**config.mk**
```make
export PLATFORM = sky130hd
export DESIGN_NAME = vrts_top
export DESIGN_NICKNAME = d
export VERILOG_FILES = /design/src/pkg/vrts_pkg.sv /design/src/pkg/vrts_settle_if.sv /design/src/core/vrts_top.sv /design/src/core/vrts_gain_dec.sv /design/src/core/vrts_settle.sv
export SDC_FILE = /design/constraint.sdc
export NUM_CORES = 1
export LEC_CHECK = 0
export BUFFER_PORTS_ARGS = -buffer_cell sky130_fd_sc_hd__buf_2
export CORE_ASPECT_RATIO = 1.2
export CORE_MARGIN = 2
export CORE_UTILIZATION = 47
export DETAILED_ROUTE_END_ITERATION = 8
export PLACE_DENSITY = 0.74
export SYNTH_ARGS = -nofsm -noshare
export SYNTH_HDL_FRONTEND = slang
export SYNTH_SLANG_ARGS = --single-unit
```
**constraint.sdc**
```tcl
create_clock -name mclk -period 1.65 [get_ports mclk]
set_input_delay 0.165 -clock mclk [delete_from_list [all_inputs] [get_ports mclk]]
set_output_delay 0.165 -clock mclk [all_outputs]
set_load 0.01 [all_outputs]
```
**src/pkg/vrts_pkg.sv**
```systemverilog
// Constants and types shared by the reference and temperature sense control block
package vrts_pkg;
  // Register bus widths
  localparam int VRTS_AW = 12;
  localparam int VRTS_DW = 8;
  // Register byte addresses
  localparam logic [11:0] VRTS_CTRL_ADDR = 12'h20C;
  localparam logic [11:0] VRTS_STAT_ADDR = 12'h20D;
  localparam logic [11:0] VRTS_MASK_ADDR = 12'h20E;
  // Control field positions
  localparam int VRTS_EN_BIT = 7;
  localparam int VRTS_RDY_BIT = 6;
  localparam int VRTS_SENSE_EN_BIT = 5;
  localparam int VRTS_SENSE_RNG_BIT = 4;
  localparam int VRTS_BUF2_LSB = 2;
  localparam int VRTS_BUF1_LSB = 0;
  localparam int VRTS_GAIN_W = 2;
  localparam int VRTS_NBUF = 2;
  // Reset values and write mask of the control register
  localparam logic [7:0] VRTS_CTRL_RST = 8'h00;
  localparam logic [7:0] VRTS_CTRL_WMASK = 8'hBF;
  localparam logic [7:0] VRTS_ZERO = 8'h00;
  // Event status layout
  localparam int VRTS_EVT_W = 2;
  localparam int VRTS_EVT_READY = 0;
  localparam int VRTS_EVT_LOST = 1;
  localparam logic [1:0] VRTS_EVT_RST = 2'h0;
  localparam logic [1:0] VRTS_MASK_RST = 2'h0;
  // Settling time of the reference and buffers
  localparam int VRTS_CLK_NS = 20;
  localparam int VRTS_SETTLE_NS = 25000;
  localparam int VRTS_SETTLE_CYC = (VRTS_SETTLE_NS + VRTS_CLK_NS - 1) / VRTS_CLK_NS;
  localparam int VRTS_CNT_W = 11;
  localparam logic [10:0] VRTS_SETTLE_LOAD = 11'(VRTS_SETTLE_CYC - 1);
  localparam logic [10:0] VRTS_CNT_ONE = 11'h001;
  // Buffer gain codes
  typedef enum logic [1:0]
  {
    VRTS_GAIN_OFF = 2'b00,
    VRTS_GAIN_X1 = 2'b01,
    VRTS_GAIN_X2 = 2'b10,
    VRTS_GAIN_X4 = 2'b11
  } vrts_gain_t;
  // Settling sequencer states
  typedef enum logic [1:0]
  {
    VRTS_ST_IDLE = 2'b00,
    VRTS_ST_WAIT = 2'b01,
    VRTS_ST_READY = 2'b10
  } vrts_settle_t;
endpackage

```
**src/pkg/vrts_settle_if.sv**
```systemverilog
// Link between the control register and the settling sequencer
`timescale 1ns/1ps
interface vrts_settle_if;
  logic enable;
  logic ready;
  logic settling;
  modport ctrl (output enable, input ready, input settling);
  modport timer (input enable, output ready, output settling);
endinterface

```
**src/core/vrts_top.sv**
```systemverilog
// Shared reference and temperature sense control register with settle and interrupt logic
`timescale 1ns/1ps
module vrts_top
  import vrts_pkg::*;
(
  input wire logic mclk,
  input wire logic reset,
  input wire logic [VRTS_AW-1:0] bus_addr,
  input wire logic [VRTS_DW-1:0] bus_wdata,
  input wire logic bus_wr,
  input wire logic bus_rd,
  output logic [VRTS_DW-1:0] bus_rdata,
  output logic irq,
  output logic ref_enable,
  output logic ref_ready,
  output logic [VRTS_NBUF-1:0] buf_on,
  output logic [VRTS_NBUF-1:0] buf_gain_1x,
  output logic [VRTS_NBUF-1:0] buf_gain_2x,
  output logic [VRTS_NBUF-1:0] buf_gain_4x,
  output logic adc_ref_sel_buf1,
  output logic adc_chan_buf1_en,
  output logic adc_chan_buf2_en,
  output logic dac_ref_buf2_en,
  output logic cmp_ref_buf2_en,
  output logic temp_sense_enable,
  output logic temp_sense_range_select,
  output logic adc_chan_temp_en
);
  logic [VRTS_DW-1:0] ctrl_q;
  logic [VRTS_DW-1:0] rd_val;
  logic [VRTS_EVT_W-1:0] status_q;
  logic [VRTS_EVT_W-1:0] status_d;
  logic [VRTS_EVT_W-1:0] evt_set;
  logic [VRTS_EVT_W-1:0] evt_clr;
  logic [VRTS_EVT_W-1:0] mask_q;
  logic ready_prev_q;
  logic wr_ctrl;
  logic wr_mask;
  logic rd_stat;
  logic en_bit;
  logic buf1_sel;
  logic buf2_sel;

  vrts_settle_if sif ();

  // Address decode of the strobes
  assign wr_ctrl = bus_wr && (bus_addr == VRTS_CTRL_ADDR);
  assign wr_mask = bus_wr && (bus_addr == VRTS_MASK_ADDR);
  assign rd_stat = bus_rd && (bus_addr == VRTS_STAT_ADDR);

  // Control register, ready bit is not writable
  // shared control word
  always_ff @(posedge mclk or posedge reset)
  begin
    if (reset)
      ctrl_q <= VRTS_CTRL_RST;
    else if (wr_ctrl)
      ctrl_q <= bus_wdata & VRTS_CTRL_WMASK;
  end

  // Interrupt mask register
  always_ff @(posedge mclk or posedge reset)
  begin
    if (reset)
      mask_q <= VRTS_MASK_RST;
    else if (wr_mask)
      mask_q <= bus_wdata[VRTS_EVT_W-1:0];
  end

  // Field views of the control word
  // reference enable bit
  assign en_bit = ctrl_q[VRTS_EN_BIT];
  assign sif.enable = en_bit;

  // Settling sequencer
  // enable starts the wait count
  vrts_settle u_settle
  (
    .mclk(mclk),
    .reset(reset),
    .sif(sif)
  );

  // One gain decoder per reference buffer
  // converter buffer gain
  generate
    for (genvar i = 0; i < VRTS_NBUF; i++)
    begin : g_buf
      vrts_gain_dec u_dec
      (
        .mclk(mclk),
        .reset(reset),
        .gain_code(vrts_gain_t'(ctrl_q[VRTS_BUF1_LSB + VRTS_GAIN_W*i +: VRTS_GAIN_W])),
        .ref_on(en_bit),
        .buf_on(buf_on[i]),
        .gain_1x(buf_gain_1x[i]),
        .gain_2x(buf_gain_2x[i]),
        .gain_4x(buf_gain_4x[i])
      );
    end
  endgenerate

  // Buffer is live when the reference runs and its gain is not off
  assign buf1_sel = en_bit && (ctrl_q[VRTS_BUF1_LSB +: VRTS_GAIN_W] != VRTS_GAIN_OFF);
  assign buf2_sel = en_bit && (ctrl_q[VRTS_BUF2_LSB +: VRTS_GAIN_W] != VRTS_GAIN_OFF);

  // Routing of the buffer outputs, aligned with the gain decoders
  // converter buffer routing
  always_ff @(posedge mclk or posedge reset)
  begin
    if (reset)
    begin
      adc_ref_sel_buf1 <= 1'b0;
      adc_chan_buf1_en <= 1'b0;
      adc_chan_buf2_en <= 1'b0;
      dac_ref_buf2_en <= 1'b0;
      cmp_ref_buf2_en <= 1'b0;
    end
    else
    begin
      adc_ref_sel_buf1 <= buf1_sel;
      adc_chan_buf1_en <= buf1_sel;
      adc_chan_buf2_en <= buf2_sel;
      dac_ref_buf2_en <= buf2_sel;
      cmp_ref_buf2_en <= buf2_sel;
    end
  end

  // Temperature sensor controls and its dedicated converter channel
  // sensor enable
  always_ff @(posedge mclk or posedge reset)
  begin
    if (reset)
      adc_chan_temp_en <= 1'b0;
    else
      adc_chan_temp_en <= ctrl_q[VRTS_SENSE_EN_BIT];
  end
  assign temp_sense_enable = ctrl_q[VRTS_SENSE_EN_BIT];
  assign temp_sense_range_select = ctrl_q[VRTS_SENSE_RNG_BIT];
  assign ref_enable = en_bit;
  assign ref_ready = sif.ready;

  // Ready edge history for event detection
  always_ff @(posedge mclk or posedge reset)
  begin
    if (reset)
      ready_prev_q <= 1'b0;
    else
      ready_prev_q <= sif.ready;
  end

  // Events: ready gained, ready lost; set wins over read clear
  always_comb
  begin
    evt_set = '0;
    evt_set[VRTS_EVT_READY] = sif.ready && !ready_prev_q;
    evt_set[VRTS_EVT_LOST] = !sif.ready && ready_prev_q;
    evt_clr = rd_stat ? '1 : '0;
    status_d = (status_q & ~evt_clr) | evt_set;
  end

  // Sticky event status
  always_ff @(posedge mclk or posedge reset)
  begin
    if (reset)
      status_q <= VRTS_EVT_RST;
    else
      status_q <= status_d;
  end

  // Level interrupt while an unmasked event is pending
  assign irq = |(status_q & mask_q);

  // Read mux; unmapped addresses read zero
  // ready shown in bit 6
  always_comb
  begin
    rd_val = VRTS_ZERO;
    if (bus_addr == VRTS_CTRL_ADDR)
    begin
      rd_val = ctrl_q;
      rd_val[VRTS_RDY_BIT] = sif.ready;
    end
    else if (bus_addr == VRTS_STAT_ADDR)
      rd_val[VRTS_EVT_W-1:0] = status_q;
    else if (bus_addr == VRTS_MASK_ADDR)
      rd_val[VRTS_EVT_W-1:0] = mask_q;
  end

  // Read data stands only in the cycle after the strobe
  always_ff @(posedge mclk or posedge reset)
  begin
    if (reset)
      bus_rdata <= VRTS_ZERO;
    else if (bus_rd)
      bus_rdata <= rd_val;
    else
      bus_rdata <= VRTS_ZERO;
  end

  // Helper: cycles since the reference enable rose, saturating
  localparam int AST_N = VRTS_SETTLE_CYC;
  logic [VRTS_CNT_W:0] en_age_q;
  always_ff @(posedge mclk or posedge reset)
  begin
    if (reset)
      en_age_q <= '0;
    else if (!ref_enable)
      en_age_q <= '0;
    else if (en_age_q != '1)
      en_age_q <= en_age_q + 12'h001;
  end

  AST_CTRL_READBACK: assert property (@(posedge mclk) disable iff (reset)
    (bus_rd && bus_addr == VRTS_CTRL_ADDR) |=>
      (bus_rdata[5:0] == $past(ctrl_q[5:0])) && (bus_rdata[7] == $past(ctrl_q[7])))
    else $error("control readback mismatch");

  AST_BUF1_GAIN: assert property (@(posedge mclk) disable iff (reset)
    1'b1 |=> (buf_gain_4x[0] == ($past(ctrl_q[1:0]) == 2'b11 && $past(en_bit)))
      && (buf_on[0] == ($past(ctrl_q[1:0]) != 2'b00 && $past(en_bit))))
    else $error("converter buffer gain wrong");

  AST_BUF2_GAIN: assert property (@(posedge mclk) disable iff (reset)
    (en_bit && ctrl_q[3:2] == 2'b01) |=> buf_gain_1x[1] && !buf_gain_2x[1] && !buf_gain_4x[1])
    else $error("secondary buffer gain wrong");

  AST_ROUTE_BUF1: assert property (@(posedge mclk) disable iff (reset)
    (en_bit && ctrl_q[1:0] != 2'b00) |=> adc_ref_sel_buf1 && adc_chan_buf1_en)
    else $error("converter buffer not routed");

  AST_ROUTE_BUF2: assert property (@(posedge mclk) disable iff (reset)
    (en_bit && ctrl_q[3:2] != 2'b00) |=>
      dac_ref_buf2_en && cmp_ref_buf2_en && adc_chan_buf2_en)
    else $error("secondary buffer not routed");

  AST_EN_WRITE: assert property (@(posedge mclk) disable iff (reset)
    wr_ctrl |=> ref_enable == $past(bus_wdata[7]))
    else $error("enable write lost");

  AST_READY_OFF: assert property (@(posedge mclk) disable iff (reset)
    (bus_rd && bus_addr == VRTS_CTRL_ADDR && !ref_enable) |=> !bus_rdata[VRTS_RDY_BIT])
    else $error("ready read while disabled");

  AST_SETTLE_START: assert property (@(posedge mclk) disable iff (reset)
    $rose(ref_enable) |=> sif.settling)
    else $error("settling wait not started");

  AST_SENSE_EN_WRITE: assert property (@(posedge mclk) disable iff (reset)
    wr_ctrl |=> temp_sense_enable == $past(bus_wdata[5]))
    else $error("sensor enable write lost");

  AST_SENSE_RNG_WRITE: assert property (@(posedge mclk) disable iff (reset)
    wr_ctrl |=> temp_sense_range_select == $past(bus_wdata[4]))
    else $error("sensor range write lost");

  AST_TEMP_CHAN: assert property (@(posedge mclk) disable iff (reset)
    $rose(temp_sense_enable) |=> adc_chan_temp_en)
    else $error("temperature channel not granted");

  AST_READY_EARLY: assert property (@(posedge mclk) disable iff (reset)
    ref_ready |-> en_age_q >= AST_N)
    else $error("ready before settling");

  AST_READY_ON_TIME: assert property (@(posedge mclk) disable iff (reset)
    (ref_enable && en_age_q == AST_N) |-> ref_ready)
    else $error("ready late");

  AST_READY_DROP: assert property (@(posedge mclk) disable iff (reset)
    $fell(ref_enable) |-> !ref_ready ##1 status_q[VRTS_EVT_LOST] || !$past(ref_ready))
    else $error("ready not cleared on disable");

  AST_STATUS_CLEAR: assert property (@(posedge mclk) disable iff (reset)
    (rd_stat && !(sif.ready ^ ready_prev_q)) |=> status_q == 2'b00)
    else $error("status not cleared by read");

  // Main scenarios
  COV_READY: cover property (@(posedge mclk) disable iff (reset) $rose(ref_ready));
  COV_LOST: cover property (@(posedge mclk) disable iff (reset) $fell(ref_ready));
  COV_IRQ: cover property (@(posedge mclk) disable iff (reset) $rose(irq));
  COV_CLR_SET: cover property (@(posedge mclk) disable iff (reset) rd_stat && |evt_set);
endmodule

```
**src/core/vrts_gain_dec.sv**
```systemverilog
// Gain field decoder for one reference buffer
`timescale 1ns/1ps
module vrts_gain_dec
  import vrts_pkg::*;
(
  input wire logic mclk,
  input wire logic reset,
  input wire vrts_gain_t gain_code,
  input wire logic ref_on,
  output logic buf_on,
  output logic gain_1x,
  output logic gain_2x,
  output logic gain_4x
);
  vrts_gain_t eff_code;

  // A buffer has nothing to amplify while the reference is off
  assign eff_code = ref_on ? gain_code : VRTS_GAIN_OFF;

  // Registered one-hot gain selection
  always_ff @(posedge mclk or posedge reset)
  begin
    if (reset)
    begin
      {buf_on, gain_1x, gain_2x, gain_4x} <= 4'h0;
    end
    else
    begin
      case (eff_code)
        VRTS_GAIN_X1: {buf_on, gain_1x, gain_2x, gain_4x} <= 4'hC;
        VRTS_GAIN_X2: {buf_on, gain_1x, gain_2x, gain_4x} <= 4'hA;
        VRTS_GAIN_X4: {buf_on, gain_1x, gain_2x, gain_4x} <= 4'h9;
        default: {buf_on, gain_1x, gain_2x, gain_4x} <= 4'h0;
      endcase
    end
  end
endmodule

```
**src/core/vrts_settle.sv**
```systemverilog
// Settling sequencer that raises the ready flag after a fixed wait
`timescale 1ns/1ps
module vrts_settle
  import vrts_pkg::*;
(
  input wire logic mclk,
  input wire logic reset,
  vrts_settle_if.timer sif
);
  vrts_settle_t st_q;
  logic [VRTS_CNT_W-1:0] cnt_q;

  // State and wait counter; a low enable aborts at once
  always_ff @(posedge mclk or posedge reset)
  begin
    if (reset)
    begin
      st_q <= VRTS_ST_IDLE;
      cnt_q <= '0;
    end
    else if (!sif.enable)
    begin
      st_q <= VRTS_ST_IDLE;
      cnt_q <= '0;
    end
    else
    begin
      case (st_q)
        VRTS_ST_IDLE:
        begin
          st_q <= VRTS_ST_WAIT;
          cnt_q <= VRTS_SETTLE_LOAD;
        end
        VRTS_ST_WAIT:
        begin
          if (cnt_q == VRTS_CNT_ONE)
            st_q <= VRTS_ST_READY;
          else
            cnt_q <= cnt_q - VRTS_CNT_ONE;
        end
        VRTS_ST_READY: st_q <= VRTS_ST_READY;
        default: st_q <= VRTS_ST_IDLE;
      endcase
    end
  end

  // Ready is gated by enable so it drops in the same cycle
  // ready after wait
  assign sif.ready = (st_q == VRTS_ST_READY) && sif.enable;
  assign sif.settling = (st_q == VRTS_ST_WAIT);
endmodule

```
==> flow_metrics.tcl <==
set metrics [dict create \
    status "finished with violations" \
    violations "negative hold slack, negative setup slack" \
    vias_per_cell 5.28 \
    wl_per_cell_um 12.9 \
    drt_iter0_drc 108 \
    p_leak_nw 1.35 \
    setup_viol 4 \
    grt_overflow 0 \
    dieArea_um2 4960 \
    arrival_ps 1900 \
    clock-sinks 44 \
    synth-seq-cells 44 \
    synth.distinct_cells 42 \
    wl_mm 3.93 \
    final_util 0.611 \
    cap_violations 0 \
    drc 0 \
    critPathMaxFanout 5 \
    synthCells 187 \
    dp_hpwl_mm 2.83 \
    drive_gt1_frac 0.407 \
    hold_viol_final 23 \
    finClkSkew_ps 7.84 \
    end_kind "register" \
    vdd_ir_drop_max_v 0.000440 \
    critical_path_class "register to register" \
    fin_ws_ps -50.9 \
    fp-row-count 26 \
    antenna_found_initial 0 \
    grt_pass1_wl_mm 6.64 \
    yosys_warnings 0 \
    grt_pass1_vias 1522 \
    routabilityCongestion 0.892 \
    htreeDepth 2 \
    synthTopCellsByCount "dfrtp_1 (44), nor2_1 (15), buf_4 (11)" \
    synthesis.nets 216 \
    path_clk_slew_ps 80 \
    p_per_area_nw_per_um2 774 \
    fillCellCount 366 \
    antennaDiodeCount 0 \
    rr_worst_depth 5 \
    yosysTopAreaCellShare 0.531 \
    crit_required_ps 1850 \
    p_total_mw 2.01 \
    startpoint_type "register" \
    start_util 0.487 \
    fmax_ghz 0.588 \
    synth_edf_count 0 \
    vias 1604 \
    gr-usage-all-layers 0.177 \
    die_w_um 64.6 \
    ys_top_cells_by_area "dfrtp_1 (53%), mux2_2 (4.9%), buf_4 (4.0%)" \
    min_path_type "input pin to async pin" \
    syn_area_um2 2070 \
    worst_pin_slew_ps 527 \
    synth.most_common_cell "dfrtp_1" \
    drtPass1Iterations 6 \
    fin_nets 276 \
    io_buffers 49 \
    synth_ff_type "dfrtp_1" \
    drv_slew 0 \
    fin_crit_sh 1.03 \
    area_growth_pct 25.5 \
    numCtsBuffers 5 \
    cts_root_buf "clkbuf_8" \
    die_y_um 76.8 \
    synthArstFlopShare 1.00 \
    clockBufferDepth 2 \
    ant_nets 0 \
    pin_count 51 \
    slew-limit-headroom 0.649 \
    rrSetupSlack_ps -50 \
    finalCriticalPeriod_ps 1700 \
    cts_hold_buf 0 \
    clk_latency_ps 300 \
    rsz0062_at_grt "true" \
    core_area_um2 4260 \
    yosysTopAreaCell "dfrtp_1" \
    cts_tree "built" \
    yosysSeqAreaShare 0.531 \
    grt_start_max_net_pins 45 \
    avgSynthCellArea_um2 11.1 \
    whs_ps -15.2 \
]
-- metrics by stage --
step	worst slack, ps	TNS (ps)	instance area [um^2]	std cells
floorplan	-9.56	-12.5	2070	187
global placement	-50.9	-111	2420	294
detailed placement	-156	-278	2420	294
CTS	-35.5	-82.1	2580	304
global route	-80.0	-291	2600	304
finish	-50.9	-158	2600	304
-- report_power, final --
part	switching [mW]	leakage, nW	internal, mW
Sequential	0.00198	0.610	1.08
Clock	0.357	0.0614	0.495
Combinational	0.0469	0.680	0.0345
Total	0.406	1.35	1.61
-- sequential cells by signal, summed over array words and instances (netlist names), 2 cells and up --
register / count
ctrl_q: 7
g_buf.u_dec.gain_1x: 2
g_buf.u_dec.gain_4x: 2
bus_rdata: 8
status_q: 2
g_buf.u_dec.buf_on: 2
g_buf.u_dec.gain_2x: 2
mask_q: 2
u_settle.cnt_q: 11
u_settle.st_q: 2
-- final timing paths --
path	start	end
max	u_settle.cnt_q[2]$_DFFE_PP0P_	u_settle.st_q[1]$_DFFE_PP0P_
min	reset	g_buf[1].u_dec.gain_4x$_DFF_PP0_
max reg2reg	u_settle.cnt_q[2]$_DFFE_PP0P_	u_settle.st_q[1]$_DFFE_PP0P_
min reg2reg	ctrl_q[5]$_DFFE_PP0P_	adc_chan_temp_en$_DFF_PP0_
max in group asynchronous	reset	bus_rdata[1]$_DFF_PP0_
min in group mclk	bus_wdata[4]	ctrl_q[4]$_DFFE_PP0P_
-- metal layers --
layer  share of wire  GRT usage  vias to the layer above  routed length [um]
li1                -          -                      780                   -
met1            0.42      0.201                      777                1650
met2            0.51      0.300                       41                2020
met3           0.046     0.0528                        6                 179
met4           0.020     0.0830                        0                  80
met5               0          0                        -                   0
-- kinds of logic after synthesis --
kind of cell	count (synthesis)	synth area share
simple gates	68	0.190
flops	44	0.531
compound gates	30	0.109
buf+inv	27	0.0724
mux	12	0.0633
fa+ha+maj	5	0.0302
xor+xnor	1	0.00422
-- placed cells by master (no fill, tap or decap), drive strengths merged, types with 2 or more instances in the layout --
master  Yosys  final
o21ai       3      3
a22o        2      2
inv         9      9
buf        12     71
o31ai       3      3
nand4       4      4
mux2i       3      3
a31oi       3      3
a41o        2      2
and3        3      3
nor2       15     15
nor4        5      5
dfrtp      44     44
nand2b      3      3
nand2       9      9
ha          5      5
nor3b       4      4
nor3        4      4
nor2b       2      2
nand3       7      7
a21oi       7      7
clkbuf      6      6
or4         2      2
a221oi      2      2
o41ai       2      2
mux2        9      9
and2        5      5
-- cell type report --
cell class              instances  area, um^2  share of cell area
clock inverters                 2        38.8              0.0149
flip-flops and latches         44        1100               0.423
well taps                      56        70.1              0.0269
inverters                       9        33.8              0.0130
clock buffers                   6        82.6              0.0317
repair buffers                 71         414               0.159
multi-input cells             116         862               0.331
-- critical path: stages (launching register included) --
cell and delay [ps]:
dfrtp_1 380, or4_4 580, o31ai_4 350, buf_6 170
nand3_2 60, o31ai_1 60
-- timing repair --
action | CTS | global route
buffers inserted | 2 | 0
resized for setup | 5 | 5
endpoints found under the setup margin | 7 | 11
pin swaps | 3 | 2
Power figures use the tool's default switching activity.
